**src/design/omc_cfg.svh**
```systemverilog
// Constants for the operating mode controller
`ifndef OMC_CFG_SVH
`define OMC_CFG_SVH

`define OMC_RESET_VECTOR       16'hFFFE
`define OMC_AV_ADDR_W          4
// Register byte offsets
`define OMC_REG_CTRL           4'h0
`define OMC_REG_STATUS         4'h4
`define OMC_REG_CMD            4'h8
`define OMC_REG_RESULT         4'hC
// Control field positions
`define OMC_CTRL_HALT_ALLOW    0
`define OMC_CTRL_DEBUG_EN      1
`define OMC_CTRL_BO_EN         2
`define OMC_CTRL_BO_HALT_EN    3
`define OMC_CTRL_DEEP_PD       4
`define OMC_CTRL_PART_PD       5
`define OMC_CTRL_RESET         32'h0000_0000
// Result codes for debug commands
`define OMC_RES_OK             2'h0
`define OMC_RES_SLEEP_ERR      2'h1
`define OMC_RES_REFUSED        2'h2

`endif

```
**src/design/omc_pkg.sv**
```systemverilog
// Types for the operating mode controller
`default_nettype none
package omc_pkg;
  typedef enum logic [2:0] {
    OMC_RUN   = 3'h0,
    OMC_SLEEP = 3'h1,
    OMC_HALT  = 3'h3,
    OMC_DEBUG = 3'h2
  } omc_mode_t;

  typedef enum logic [1:0] {
    OMC_LVL_NONE  = 2'h0,
    OMC_LVL_SHALLOW = 2'h1,
    OMC_LVL_PART  = 2'h3,
    OMC_LVL_FULL  = 2'h2
  } omc_level_t;

  typedef enum logic [2:0] {
    OMC_CMD_MEM      = 3'h0,
    OMC_CMD_MEM_STAT = 3'h1,
    OMC_CMD_CTRL_REG = 3'h2,
    OMC_CMD_HALT_DBG = 3'h3,
    OMC_CMD_CPU_REG  = 3'h4,
    OMC_CMD_TRACE    = 3'h5,
    OMC_CMD_RESUME   = 3'h6
  } omc_cmd_t;
endpackage : omc_pkg
`default_nettype wire

```
**src/design/omc_ctrl.sv**
```systemverilog
// Operating mode controller: run, sleep, halt levels and debug-halted mode
//
// Overview of operation
// - Reset release with mode pin high enters run, fetching vector at 0xFFFE:0xFFFF.
// - Mode pin low at power-on, or debug-forced reset, enters debug-halted mode.
// - Halt command, debug instruction, or either breakpoint also enter debug-halted.
// - Debug-halted mode stops user instruction fetch and awaits debug commands.
// - Memory, status memory, controller register and halt commands work in run and debug.
// - CPU register, trace and resume commands work only in debug-halted mode.
// - Sleep instruction stops CPU clock; system clocks and regulation stay on.
// - Entering sleep clears the interrupt mask bit.
// - Any interrupt wakes sleep and resumes with interrupt stacking.
// - In sleep only halt and status-memory commands; status returns sleeping error.
// - Halt command during sleep wakes straight into debug-halted mode.
// - Halt instruction with halt-allow clear gives illegal-opcode reset.
// - Halt allowed and debug enabled: shallowest level, debug clocks running.
// - Debug off, both brownout bits set: shallowest level, regulator active.
// - Otherwise deep 0 shallow, deep 1 partial 1 partial, deep 1 partial 0 full.
// - Every halt level stops bus and CPU clocks.
// - Shallowest level keeps all state, RAM and pins unchanged.
// - Shallowest level left by reset pin or timer, brownout, ADC, pin, keypad interrupt.
// - Reset-pin wake resets and fetches reset vector; interrupt wake fetches its vector.
// - Both brownout bits set at halt keeps regulator active throughout.
// - Debug enable at halt keeps debug clocks and full regulation.
// - Halt with debug: halt command wakes to debug; status commands report halted (code returns the sleeping-error result here, as in sleep).
//
// Added by the designer: register access over Avalon-MM and the address map.
`include "omc_cfg.svh"
`timescale 1ns/1ns
`default_nettype none
module omc_ctrl (
  // Clock and reset
  input  wire logic        clk_sys_i,
  input  wire logic        rst_i,
  input  wire logic        por_i,
  input  wire logic        dbg_force_rst_i,
  // Pins (asynchronous)
  input  wire logic        mode_select_debug_pin_i,
  input  wire logic        reset_pin_n_i,
  // Core events (synchronous pulses)
  input  wire logic        sleep_instr_i,
  input  wire logic        halt_instr_i,
  input  wire logic        debug_entry_instruction_i,
  input  wire logic        bdc_breakpoint_i,
  input  wire logic        breakpoint_unit_i,
  input  wire logic        irq_any_i,
  input  wire logic        wake_rti_i,
  input  wire logic        wake_brownout_i,
  input  wire logic        wake_adc_i,
  input  wire logic        wake_ext_pin_i,
  input  wire logic        wake_keypad_i,
  // Debug command strobe from serial debug controller
  input  wire logic        dbg_cmd_valid_i,
  input  wire logic [2:0]  dbg_cmd_i,
  // Avalon-MM slave
  input  wire logic [3:0]  avs_address,
  input  wire logic        avs_read,
  input  wire logic        avs_write,
  input  wire logic [31:0] avs_writedata,
  output logic      [31:0] avs_readdata,
  output logic             avs_waitrequest,
  // Mode outputs
  output logic             run_mode_o,
  output logic             debug_halted_o,
  output logic             fetch_en_o,
  output logic [15:0]      fetch_vector_o,
  output logic             fetch_vector_valid_o,
  output logic             cpu_clk_en_o,
  output logic             bus_clk_en_o,
  output logic             debug_clk_en_o,
  output logic             regulator_full_o,
  output logic [1:0]       halt_level_o,
  output logic             clr_irq_mask_o,
  output logic             irq_stack_o,
  output logic             illegal_op_rst_o,
  output logic             hold_state_o,
  output logic             dbg_cmd_accept_o,
  output logic             dbg_mem_access_o,
  output logic [1:0]       dbg_result_o,
  output logic             dbg_result_valid_o
);

  // Pin synchronisers
  logic [1:0] ms_sync_r;
  logic [1:0] rpin_sync_r;
  always_ff @(posedge clk_sys_i) begin
    ms_sync_r   <= {ms_sync_r[0], mode_select_debug_pin_i};
    rpin_sync_r <= {rpin_sync_r[0], reset_pin_n_i};
  end
  wire ms_pin_s   = ms_sync_r[1];
  wire rpin_low_s = ~rpin_sync_r[1];

  // Registers
  logic [31:0]        ctrl_r;
  omc_pkg::omc_mode_t mode_r, mode_nxt;
  omc_pkg::omc_level_t level_r, level_nxt;
  logic               lvl_dbg_r, lvl_reg_r;
  logic               strap_pend_r;
  logic               ack_r;

  wire ha  = ctrl_r[`OMC_CTRL_HALT_ALLOW];
  wire den = ctrl_r[`OMC_CTRL_DEBUG_EN];
  wire bo_both = ctrl_r[`OMC_CTRL_BO_EN] & ctrl_r[`OMC_CTRL_BO_HALT_EN];
  wire dp  = ctrl_r[`OMC_CTRL_DEEP_PD];
  wire pp  = ctrl_r[`OMC_CTRL_PART_PD];

  // Halt level from the control bits at the halt instruction
  function automatic omc_pkg::omc_level_t pick_level(input logic d, input logic b,
                                                     input logic deep, input logic part);
    if (d || b || !deep)
      pick_level = omc_pkg::OMC_LVL_SHALLOW;
    else if (part)
      pick_level = omc_pkg::OMC_LVL_PART;
    else
      pick_level = omc_pkg::OMC_LVL_FULL;
  endfunction : pick_level

  // Command classes
  wire cmd_halt     = dbg_cmd_valid_i && (dbg_cmd_i == omc_pkg::OMC_CMD_HALT_DBG);
  wire cmd_memstat  = dbg_cmd_i == omc_pkg::OMC_CMD_MEM_STAT;
  wire cmd_nonintr  = dbg_cmd_i <= omc_pkg::OMC_CMD_HALT_DBG;
  wire cmd_active   = (dbg_cmd_i >= omc_pkg::OMC_CMD_CPU_REG) &&
                      (dbg_cmd_i <= omc_pkg::OMC_CMD_RESUME);
  wire cmd_resume   = dbg_cmd_valid_i && (dbg_cmd_i == omc_pkg::OMC_CMD_RESUME);

  wire in_run   = mode_r == omc_pkg::OMC_RUN;
  wire in_debug = mode_r == omc_pkg::OMC_DEBUG;
  wire in_sleep = mode_r == omc_pkg::OMC_SLEEP;
  wire in_halt  = mode_r == omc_pkg::OMC_HALT;
  wire halt_dbg = in_halt && lvl_dbg_r;

  wire accept_w = dbg_cmd_valid_i && (
                    ((in_run || in_debug) && cmd_nonintr) ||
                    (in_debug && cmd_active) ||
                    ((in_sleep || halt_dbg) && (cmd_halt || cmd_memstat)));
  wire memacc_w = accept_w && (in_run || in_debug) &&
                  ((dbg_cmd_i == omc_pkg::OMC_CMD_MEM) || cmd_memstat);
  wire sleep_err_w = accept_w && cmd_memstat && (in_sleep || in_halt);

  wire shallow_wake = wake_rti_i | wake_brownout_i | wake_adc_i |
                      wake_ext_pin_i | wake_keypad_i;
  wire dbg_entry = cmd_halt | debug_entry_instruction_i |
                   bdc_breakpoint_i | breakpoint_unit_i;
  wire illegal_w = in_run && halt_instr_i && !ha;

  // Mode transitions
  always_comb begin
    mode_nxt  = mode_r;
    level_nxt = level_r;
    unique case (mode_r)
      omc_pkg::OMC_RUN: begin
        if (dbg_entry) begin
          mode_nxt = omc_pkg::OMC_DEBUG;
        end else if (halt_instr_i && ha) begin
          mode_nxt  = omc_pkg::OMC_HALT;
          level_nxt = pick_level(den, bo_both, dp, pp);
        end else if (sleep_instr_i) begin
          mode_nxt = omc_pkg::OMC_SLEEP;
        end
      end
      omc_pkg::OMC_SLEEP: begin
        if (cmd_halt)
          mode_nxt = omc_pkg::OMC_DEBUG;
        else if (irq_any_i)
          mode_nxt = omc_pkg::OMC_RUN;
      end
      omc_pkg::OMC_HALT: begin
        if (halt_dbg && cmd_halt) begin
          mode_nxt  = omc_pkg::OMC_DEBUG;
          level_nxt = omc_pkg::OMC_LVL_NONE;
        end else if (level_r == omc_pkg::OMC_LVL_SHALLOW && shallow_wake) begin
          mode_nxt  = omc_pkg::OMC_RUN;
          level_nxt = omc_pkg::OMC_LVL_NONE;
        end
      end
      omc_pkg::OMC_DEBUG: begin
        if (cmd_resume)
          mode_nxt = omc_pkg::OMC_RUN;
      end
      default: mode_nxt = omc_pkg::OMC_RUN;
    endcase
  end

  // Bus decode
  // A write lands only at the edge where waitrequest is seen low by the master
  wire bus_wr  = avs_write && ack_r;
  wire bus_rd  = avs_read && !ack_r;
  wire sel_ctl = avs_address == `OMC_REG_CTRL;
  wire sel_st  = avs_address == `OMC_REG_STATUS;
  wire [31:0] rd_mux =
    sel_ctl ? ctrl_r :
    sel_st  ? {24'h00_0000, lvl_reg_r, lvl_dbg_r, level_r, 1'b0, mode_r} :
    32'h0000_0000;

  always_ff @(posedge clk_sys_i) begin
    if (rst_i) begin
      ack_r           <= 1'b0;
      avs_waitrequest <= 1'b1;
      avs_readdata    <= 32'h0000_0000;
    end else begin
      ack_r           <= (avs_read || avs_write) && !ack_r;
      avs_waitrequest <= !((avs_read || avs_write) && !ack_r);
      avs_readdata    <= bus_rd ? rd_mux : 32'h0000_0000;
    end
  end

  always_ff @(posedge clk_sys_i) begin
    if (rst_i)
      ctrl_r <= `OMC_CTRL_RESET;
    else if (bus_wr && sel_ctl)
      ctrl_r <= {26'h000_0000, avs_writedata[5:0]};
  end

  // Strap capture: mode pin read once reset has released
  always_ff @(posedge clk_sys_i) begin
    if (rst_i) begin
      strap_pend_r <= 1'b1;
    end else begin
      strap_pend_r <= 1'b0;
    end
  end

  // Reset-pin wake from shallow halt is handled as a reset: mode registers cleared, reset-vector fetch flagged
  wire pin_reset_w = in_halt && level_r == omc_pkg::OMC_LVL_SHALLOW && rpin_low_s;

  always_ff @(posedge clk_sys_i) begin
    if (rst_i || pin_reset_w) begin
      mode_r    <= omc_pkg::OMC_RUN;
      level_r   <= omc_pkg::OMC_LVL_NONE;
      lvl_dbg_r <= 1'b0;
      lvl_reg_r <= 1'b0;
    end else if (strap_pend_r) begin
      // Power-on strap low or a forced reset lands in debug
      mode_r <= ((por_i && !ms_pin_s) || dbg_force_rst_i) ?
                omc_pkg::OMC_DEBUG : omc_pkg::OMC_RUN;
    end else begin
      mode_r  <= mode_nxt;
      level_r <= level_nxt;
      if (in_run && halt_instr_i && ha) begin
        lvl_dbg_r <= den;
        lvl_reg_r <= den | bo_both;
      end
    end
  end

  // Outputs, all registered
  always_ff @(posedge clk_sys_i) begin
    if (rst_i) begin
      run_mode_o           <= 1'b0;
      debug_halted_o       <= 1'b0;
      fetch_en_o           <= 1'b0;
      fetch_vector_o       <= 16'h0000;
      fetch_vector_valid_o <= 1'b0;
      cpu_clk_en_o         <= 1'b0;
      bus_clk_en_o         <= 1'b0;
      debug_clk_en_o       <= 1'b0;
      regulator_full_o     <= 1'b1;
      halt_level_o         <= 2'h0;
      clr_irq_mask_o       <= 1'b0;
      irq_stack_o          <= 1'b0;
      illegal_op_rst_o     <= 1'b0;
      hold_state_o         <= 1'b0;
      dbg_cmd_accept_o     <= 1'b0;
      dbg_mem_access_o     <= 1'b0;
      dbg_result_o         <= 2'h0;
      dbg_result_valid_o   <= 1'b0;
    end else begin
      run_mode_o           <= mode_r == omc_pkg::OMC_RUN;
      debug_halted_o       <= mode_r == omc_pkg::OMC_DEBUG;
      fetch_en_o           <= mode_r == omc_pkg::OMC_RUN;
      fetch_vector_o       <= `OMC_RESET_VECTOR;
      fetch_vector_valid_o <= (strap_pend_r && !((por_i && !ms_pin_s) || dbg_force_rst_i))
                              || pin_reset_w;
      cpu_clk_en_o         <= mode_r == omc_pkg::OMC_RUN;
      bus_clk_en_o         <= !in_halt;
      debug_clk_en_o       <= !in_halt || lvl_dbg_r;
      regulator_full_o     <= !in_halt || lvl_reg_r;
      halt_level_o         <= level_r;
      clr_irq_mask_o       <= in_run && mode_nxt == omc_pkg::OMC_SLEEP;
      irq_stack_o          <= (in_sleep && mode_nxt == omc_pkg::OMC_RUN) ||
                              (in_halt && mode_nxt == omc_pkg::OMC_RUN);
      illegal_op_rst_o     <= illegal_w;
      hold_state_o         <= in_halt && level_r == omc_pkg::OMC_LVL_SHALLOW;
      dbg_cmd_accept_o     <= accept_w;
      dbg_mem_access_o     <= memacc_w;
      dbg_result_o         <= !dbg_cmd_valid_i ? `OMC_RES_OK :
                              sleep_err_w ? `OMC_RES_SLEEP_ERR :
                              accept_w ? `OMC_RES_OK : `OMC_RES_REFUSED;
      dbg_result_valid_o   <= dbg_cmd_valid_i;
    end
  end

endmodule : omc_ctrl
`default_nettype wire

```
**config.mk**
```make
export PLATFORM = sky130hd
export DESIGN_NAME = omc_ctrl
export DESIGN_NICKNAME = d
export VERILOG_FILES = /design/src/design/omc_pkg.sv /design/src/design/omc_ctrl.sv
export VERILOG_INCLUDE_DIRS = /design/src /design/src/design
export SDC_FILE = /design/constraint.sdc
export NUM_CORES = 1
export LEC_CHECK = 0
export BUFFER_PORTS_ARGS = -buffer_cell sky130_fd_sc_hd__buf_2
export CELL_PAD_IN_SITES_DETAIL_PLACEMENT = 0
export CELL_PAD_IN_SITES_GLOBAL_PLACEMENT = 1
export CORE_UTILIZATION = 29
export CTS_CLUSTER_SIZE = 28
export DETAILED_ROUTE_END_ITERATION = 7
export GPL_ROUTABILITY_DRIVEN = 0
export MAX_ROUTING_LAYER = met4
export PLACE_DENSITY_LB_ADDON = 0.15
export SLEW_MARGIN = 20
export SYNTH_ARGS = -nofsm -noshare
export SYNTH_HDL_FRONTEND = slang
export SYNTH_SLANG_ARGS = --single-unit
export TNS_END_PERCENT = 1
```
**constraint.sdc**
```tcl
create_clock -name clk_sys_i -period 1.6 [get_ports clk_sys_i]
set_input_delay 0.16 -clock clk_sys_i [delete_from_list [all_inputs] [get_ports clk_sys_i]]
set_output_delay 0.16 -clock clk_sys_i [all_outputs]
set_load 0.005 [all_outputs]
```
==> results.ini, run 1 <==
[cts]
htree_levels = 2
clk_pin_slew_ps = 80
root_buffer = clkbuf_8
clock_insertion_delay_worst_skew_ps = 300
cts_buffers = 5
cts_sinks = 46
cts_tree = built
clockBufferDepth = 2

[worst_setup_path]
slowest_delay_ps = 490
cp_num_buf_inv = 0
crit_required_ps = 1790
cp.arrival_ps = 1690
cp-end-kind = register
critPathMaxFanout = 9
reg2reg_from = mode_r[2]
critPathTopFamily = compound AO/OA/AOI/OAI gates
ff2ff_setup_slack_ps = 100
cp_cell_sequence = nor2b_1 -> a32o_1 -> a221o_2 -> o211a_1
cp-start-kind = register
cp_slowest_cell = dfxtp_1
path_class = reg -> reg
cp-startpoint = mode_r[2]

[final_layout]
final_cell_area_sq_um = 2430
drive_gt1_share_pct = 37.6
num-nets-final = 338
diodes = 0
final_util_pct = 37.4
area_growth_pct = 22.0
stdcell_count = 356

[floorplan]
io_pins = 127
die_y_microns = 84.9
start_util_pct = 30.7
fp.dieArea_sq_um = 7210
die_w_microns = 84.9
design.core.area_sq_um = 6490
rows = 29

[yosys]
async_flop_share_pct = 0
synthDistinctLibCells = 43
synth.most_common_cell = dfxtp_1
synth_seq_cells = 46
synth_edf_count = 0
synth_area_sq_um = 1990
synth_common_cells = dfxtp_1 (46), buf_4 (41), nor2_1 (21)
synth.avg_cell_area_sq_um = 9.63
synthFlopType = dfxtp_1
synthCells = 207
yosys.area.top_type_share_pct = 46.2
yosysTopAreaCell = dfxtp_1
ys_top_cells_by_area = dfxtp_1 (46%), buf_4 (15%), mux2i_1 (7.0%)
yosysWarnings = 0
ys_seq_area_share_pct = 46.2

[status]
violations = DRC
status = complete, but fails checks

[route]
vias_per_cell = 4.33
wirelength_mm = 4.20
drcViolationCount = 9
vias = 1540
drt_iter0_markers = 52
final_antenna_net_count = 0
wl_per_cell_microns = 11.8
drt_pass1_iterations = 8

[timing]
hold_viol_final = 0
fin_crit_ps = 1500
finalSetupViolations = 0
finalCritPeriodShare_pct = 93.6
slew_violations = 0
timing.fmax_mhz = 668
finalClockSkew_ps = 2.23
tns_ps = 0
rsz0062_at_grt = yes

[power_and_ir_drop]
power_frac_seq_pct = 52.4
p_sw_share_pct = 22.1
net-switching-power_uw = 501
p_int_uw = 1770
p_comb_share_pct = 8.8
ir_drop_v = 0.000428
p_leak_uw = 0.00117
pwr-share-clk_pct = 38.9
powerDensity_nw_per_um2 = 933

[global_route]
grt_pass1_wl_mm = 6.80
grt_max_degree = 16
grt_antenna_before_repair = 0
grt_overflow = 0
grtUsageTotal_pct = 12.8
grt_pass1_vias = 1462

[placement]
placed_area_sq_um = 2290
hpwlAfterDp_mm = 3.27
portBuffers = 75
dp_cells = 347

[hold_path]
min_from = avs_writedata[2]
min_path_type = in -> reg

[job]
cap_violations = 0

==> power groups by stage <==
stage | combinational, uW | clock, uW | sequential [uW]
6_report | 199 | 883 | 1190
5_1_grt | 223 | 956 | 1190
4_1_cts | 200 | 909 | 1190
3_5_place_dp | 196 | 0 | 1220
3_3_place_gp | 197 | 0 | 1220
2_1_floorplan | 163 | 0 | 1210
==> repair_timing <==
action	4_1_cts	5_1_grt
hold buffers	2	0
endpoints found under the hold margin	2	0
setup buffers	0	0
endpoints found under the setup margin	0	5
gates resized for setup	0	3
==> worst register-to-register path: cells and delay by family (launching register included) <==
kind             cells  cell delay, ps
AND/OR/NAND/NOR      1             100
AO/OA/AOI/OAI        3             800
flip-flops           1             490
==> logic make-up after synthesis <==
logic type	share of synthesized area (%)
multiplexers	7.03
AND/OR/NAND/NOR	21.3
flip-flops	46.2
other	0.188
buffers and inverters	18.7
AO/OA/AOI/OAI	6.59
==> layout by cell type, fill, tap and decap left out, types with 2 or more instances in the layout <==
master,Yosys,layout
buf_2,4,75
inv_1,7,7
nand3b_1,2,2
or4_1,3,3
mux2i_1,14,14
conb_1,1,26
nor2_1,21,21
nor2b_1,3,3
dlygate4sd3_1,0,2
a21oi_1,3,3
nand2_1,8,8
a31oi_1,3,3
clkbuf_8,0,6
or2_2,2,2
dfxtp_2,0,2
nand2b_1,5,5
buf_4,41,10
nand4_1,2,2
nand3_1,4,4
dfxtp_1,46,44
and3_1,5,5
nand4b_1,2,2
nor3_1,6,6
nor3b_1,3,3
==> stage by stage <==
step                power (uW)  setup WS [ps]  hold slack (ps)
floorplan                 1370            210              188
global placement          1410           28.8              262
detailed placement        1410           54.4              264
CTS                       2300           39.7             94.1
global route              2370          -1.29             94.2
finish                    2270            102             97.4
==> area by class of cell <==
class	count	area [sq um]
inverters	8	30.0
multi-input cells	131	800
well taps	77	96.3
repair buffers	87	470
clock inverters	1	30.0
fillers	677	4060
clock buffers	6	82.6
flip-flops and latches	46	923
==> sequential cells by signal, summed over array words and instances, names as in the netlist, 2 cells and up <==
signal,cells
ctrl_r,6
mode_r,3
avs_readdata,8
rpin_sync_r,2
level_r,2
dbg_result_o,2
ms_sync_r,2
halt_level_o,2
==> worst paths after layout <==
kind / endpoint / cells after the start
worst max-delay path: mode_r[1] / 4
worst min-delay path: ctrl_r[2] / 3
worst max register to register: mode_r[1] / 4
worst min register to register: ms_sync_r[1] / 0
==> per-layer routing <==
layer / vias to the layer above / track usage [%] / part of all wire, %
met4: 0 / 5.55 / 1.8
met5: - / - / 0
met2: 68 / 20.5 / 46
met3: 4 / 3.40 / 6.4
li1: 773 / - / -
met1: 695 / 15.1 / 46
Note: power is estimated with default switching activity, not from simulation.
==> inputs of run 2 (changes only) <==
--- a/config.mk
+++ b/config.mk
@@ -6,10 +6,11 @@
 export SDC_FILE = /design/constraint.sdc
 export NUM_CORES = 1
 export LEC_CHECK = 0
+export ABC_AREA = 1
 export BUFFER_PORTS_ARGS = -buffer_cell sky130_fd_sc_hd__buf_2
 export CELL_PAD_IN_SITES_DETAIL_PLACEMENT = 0
 export CELL_PAD_IN_SITES_GLOBAL_PLACEMENT = 1
-export CORE_UTILIZATION = 29
+export CORE_UTILIZATION = 28
 export CTS_CLUSTER_SIZE = 28
 export DETAILED_ROUTE_END_ITERATION = 7
 export GPL_ROUTABILITY_DRIVEN = 0
==> results.ini, run 2 <==
[power_and_ir_drop]
pwr-share-clk_pct = 32.3
net-switching-power_uw = 523
power_frac_seq_pct = 57.4
p_int_uw = 1560
p_sw_share_pct = 25.1
ir_drop_v = 0.000269
powerDensity_nw_per_um2 = 866
p_leak_uw = 0.00121
p_comb_share_pct = 10.3

[final_layout]
drive_gt1_share_pct = 32.8
fillers = 790
num-nets-final = 382
final_common_cell = buf_2
final-seq-area_sq_um = 921
area_growth_pct = 19.5
layout_common_cells = buf_2 (75), dfxtp_1 (46), nor2_1 (39), nand2_1 (29), conb_1 (26)
final_cell_area_sq_um = 2400
largest_register_ffs = 8
diodes = 0
multi_input_area_sq_um = 769
regMostFlops = avs_readdata
largestRegisters = avs_readdata (8), ctrl_r (6), mode_r (3)

[worst_setup_path]
critPathMaxFanout = 6
path_class = reg -> reg
crit_top_cell = nor2_2
cp-end-kind = register
cp_cell_sequence = inv_2 -> nand3_4 -> nor2_2 -> nand2_2 -> nand3_1 -> nor2_2 -> nand2_1 -> nor2_1
crit_required_ps = 1840
critPathTopFamily = simple AND/OR/NAND/NOR gates
cp_slowest_cell = dfxtp_1
slowest_delay_ps = 450
cp.arrival_ps = 1580
cp-start-kind = register
cp_num_buf_inv = 1

[floorplan]
rows = 30
io_pins = 127
design.core.area_sq_um = 6870
fp.dieArea_sq_um = 7530
start_util_pct = 29.3
die_y_microns = 86.8
die_w_microns = 86.8

[timing]
finalSetupViolations = 0
timing.fmax_mhz = 744
hold_viol_final = 0
tns_ps = 0
slew_violations = 0
finalCritPeriodShare_pct = 84.0
fin_crit_ps = 1340
rsz0062_at_grt = no
finalClockSkew_ps = 9.99

[cts]
htree_levels = 2
cts_tree = built
cts_buffers = 5
clockBufferDepth = 2
clock_insertion_delay_worst_skew_ps = 300
cts_sinks = 46
clk_pin_slew_ps = 90
root_buffer = clkbuf_8
cts_setup_buffers = 0

[global_route]
grt_antenna_before_repair = 0
grt_overflow = 0
grt_pass1_wl_mm = 6.82
grtUsageTotal_pct = 12.3
grt_pass1_vias = 1453
grt_max_degree = 16

[yosys]
synth.avg_cell_area_sq_um = 7.92
ys_top_cells_by_area = dfxtp_1 (46%), buf_4 (15%), nor2_1 (7.3%)
async_flop_share_pct = 0
synthCells = 254
synthFlopType = dfxtp_1
yosysTopAreaCell = dfxtp_1
synth_seq_cells = 46
synth_edf_count = 0
synthDistinctLibCells = 26
synth.most_common_cell = dfxtp_1
ys_seq_area_share_pct = 45.8
yosysWarnings = 0
synth_common_cells = dfxtp_1 (46), buf_4 (41), nor2_1 (39)
yosys.area.top_type_share_pct = 45.8
synth_area_sq_um = 2010

[route]
drt_pass1_iterations = 5
vias = 1649
wirelength_mm = 4.34
vias_per_cell = 3.94
final_antenna_net_count = 0
drcViolationCount = 0
drt_iter0_markers = 36
wl_per_cell_microns = 10.4

[hold_path]
min_path_type = in -> reg

[placement]
hpwlAfterDp_mm = 3.42
placed_area_sq_um = 2300
portBuffers = 75

[status]
status = complete, no violations

[job]
cap_violations = 0

run 2: worst paths after layout:
path	start	end	slack [ps]	cells past startpoint
worst max register to register	mode_r[2]	irq_stack_o	260	8
worst min-delay path	avs_writedata[3]	ctrl_r[3]	90	3
worst max-delay path	mode_r[2]	irq_stack_o	260	8
worst min register to register	ms_sync_r[0]	ms_sync_r[1]	330	0
run 2: power groups by stage:
stage	sequential, uW	clock (uW)	combinational (uW)
detailed placement	1220	0	213
global route	1200	751	246
floorplan	1220	0	175
finish	1190	673	214
CTS	1200	702	217
global placement	1220	0	213
run 2: worst register-to-register path: stages, from the launching register on:
cell     delay [ps]
dfxtp_1         450
inv_2           110
nand3_4         110
nor2_2           60
nand2_2          80
nand3_1          90
nor2_2          210
nand2_1          80
nor2_1          100
run 2: cells by family after synthesis:
group / count (synthesis) / share of synthesized area, %
other: 1 / 0.186
AND/OR/NAND/NOR: 109 / 26.1
AO/OA/AOI/OAI: 29 / 7.28
buffers and inverters: 69 / 20.6
flip-flops: 46 / 45.8
run 2: repair_timing:
item	4_1_cts	5_1_grt
resized for setup	0	0
hold buffers	2	0
endpoints found under the hold margin	2	0
run 2: cell type report:
| class | instances | area share [%] |
|---|---|---|
| sequential | 46 | 38.3 |
| multi-input combinational | 164 | 32.0 |
| timing repair buffer | 79 | 17.1 |
| tap | 96 | 5.00 |
| inverter | 27 | 4.32 |
| clock buffer | 5 | 2.86 |
| clock inverter | 2 | 0.416 |
run 2: metrics by stage:
stage	std cells	power [uW]	setup WS [ps]	util, %	hold slack [ps]
2_1_floorplan	279	1400	476	-	188
3_5_place_dp	410	1430	280	33.6	265
4_1_cts	419	2110	257	35.0	84.5
5_1_grt	419	2200	116	35.0	88.0
6_report	419	2080	256	35.0	88.4
3_3_place_gp	410	1440	256	33.6	263
run 2: per-layer routing:
metal | wire [microns] | share of wire [%] | GRT usage, %
met1 | 2110 | 49 | 15.8
met2 | 1930 | 44 | 19.1
met3 | 227 | 5.2 | 1.81
met4 | 72 | 1.7 | 5.45
met5 | 0 | 0 | -
==> inputs of run 3 (changes only) <==
--- a/config.mk
+++ b/config.mk
@@ -10,7 +10,7 @@
 export BUFFER_PORTS_ARGS = -buffer_cell sky130_fd_sc_hd__buf_2
 export CELL_PAD_IN_SITES_DETAIL_PLACEMENT = 0
 export CELL_PAD_IN_SITES_GLOBAL_PLACEMENT = 1
-export CORE_UTILIZATION = 28
+export CORE_UTILIZATION = 26
 export CTS_CLUSTER_SIZE = 28
 export DETAILED_ROUTE_END_ITERATION = 7
 export GPL_ROUTABILITY_DRIVEN = 0
==> constraint.sdc (replaced) <==
create_clock -name clk_sys_i -period 1.2 [get_ports clk_sys_i]
set_input_delay 0.12 -clock clk_sys_i [delete_from_list [all_inputs] [get_ports clk_sys_i]]
set_output_delay 0.12 -clock clk_sys_i [all_outputs]
set_load 0.005 [all_outputs]
==> results.ini, run 3 (synthesized netlist as in run 2, its figures left out) <==
[status]
status = complete, no violations

[final_layout]
largest_register_ffs = 8
final_common_cell = buf_2
regMostFlops = avs_readdata
area_growth_pct = 32.0
largestRegisters = avs_readdata (8), ctrl_r (6), mode_r (3)
final_util_pct = 36.0
drive_gt1_share_pct = 40.1
diodes = 0
fillers = 813
layout_common_cells = buf_2 (75), dfxtp_1 (42), nor2_1 (36), nand2_1 (29), conb_1 (26)
final_cell_area_sq_um = 2660
num-nets-final = 400

[route]
drt_pass1_iterations = 4
vias_per_cell = 3.91
wl_per_cell_microns = 10.5
final_antenna_net_count = 0
vias = 1724
drcViolationCount = 0
drt_iter0_markers = 52
wirelength_mm = 4.63

[power_and_ir_drop]
ir_drop_v = 0.000726
p_leak_uw = 0.00131
powerDensity_nw_per_um2 = 1160

[hold_path]
min_from = avs_write
whs_path_depth = 2
min_path_type = in -> reg
hold_end = avs_waitrequest

[worst_setup_path]
cp-start-kind = register
cp.arrival_ps = 1440
path_class = reg -> reg
ff2ff_setup_slack_ps = 3
reg2reg_depth = 8
r2r-end = clr_irq_mask_o
critPathMaxFanout = 3
cp-end-kind = register
reg2reg_from = mode_r[1]
crit_required_ps = 1440

[cts]
clk_pin_slew_ps = 90
clock_insertion_delay_worst_skew_ps = 300
cts_setup_buffers = 0
clockBufferDepth = 2
cts_tree = built
cts_buffers = 5
cts_sinks = 46
root_buffer = clkbuf_8
htree_levels = 2

[job]
cap_violations = 0

[timing]
fin_crit_ps = 1200
tns_ps = 0
setup_ws_ps = 3.38
timing.fmax_mhz = 836
finalCritPeriodShare_pct = 99.7
rsz0062_at_grt = yes
hold_viol_final = 0
finalClockSkew_ps = 5.27
finalSetupViolations = 0
slew_violations = 0

[floorplan]
fp.dieArea_sq_um = 8090
die_w_microns = 90.0
start_util_pct = 27.3
design.core.area_sq_um = 7370
die_y_microns = 90.0
rows = 31
io_pins = 127

[placement]
hpwlAfterDp_mm = 3.64
placed_area_sq_um = 2440
portBuffers = 75
dp_slack_ps = -92.7

[global_route]
grt_pass1_wl_mm = 7.51
grt_antenna_before_repair = 0
grt_max_degree = 16
grt_overflow = 0
grt_pass1_vias = 1514
grtUsageTotal_pct = 12.2

## run 3: changes by cell type in the layout (fill, tap and decap cells not counted), moves of 3 or more
cell     before  now
nor2_4        1    4
buf_4         2   19
dfxtp_1      46   42
inv_4         1    4
nor2_1       39   36
## run 3: through the flow
| step | hold slack, ps | power, uW | instances |
|---|---|---|---|
| floorplan | 148 | 1870 | 279 |
| global placement | 223 | 1940 | 431 |
| detailed placement | 224 | 1940 | 431 |
| CTS | 42.0 | 3110 | 441 |
| global route | 54.4 | 3250 | 441 |
| finish | 53.3 | 3090 | 441 |
## run 3: what timing repair did
action	CTS	global route
pin swaps	1	7
hold buffers	2	0
gates resized for setup	13	12
endpoints found under the setup margin	10	31
hold endpoints to repair	2	0
## run 3: layer usage
layer	up-vias	share of wire, %	global-route usage, %
met5	-	0	-
met4	0	0.26	3.23
met3	2	6.1	2.96
met2	70	45	18.2
met1	738	49	16.5
li1	914	-	-
## run 3: worst max-delay path by stage
stage / startpoint / endpoint / slack, ps
after floorplan: mode_r[2] / dbg_result_o[0] / 80
after global placement: mode_r[0] / lvl_reg_r / -110
after detailed placement: mode_r[0] / lvl_reg_r / -90
after CTS: mode_r[2] / clr_irq_mask_o / -20
after global routing: mode_r[2] / clr_irq_mask_o / -110
final: mode_r[1] / clr_irq_mask_o / 3
## run 3: critical path: stages, from the launching register on
cell and delay [ps]:
dfxtp_4 370, buf_6 120, nor3_4 200, nand2_1 70
nor2_1 110, nor2_1 50, nand2_1 90, inv_2 50
nor2_1 80
## run 3: power breakdown
group | switching (uW) | internal [uW] | leakage, uW
logic | 189 | 150 | 0.000879
clock network | 531 | 622 | 0.0000514
registers | 25.5 | 1570 | 0.000378
## run 3: area by class of cell
type | instances | area [sq um] | area share [%]
flip-flops and latches | 46 | 931 | 35.0
multi-input cells | 164 | 831 | 31.3
repair buffers | 97 | 549 | 20.7
well taps | 99 | 124 | 4.66
inverters | 27 | 111 | 4.19
clock buffers | 6 | 72.6 | 2.73
clock inverters | 2 | 37.5 | 1.41
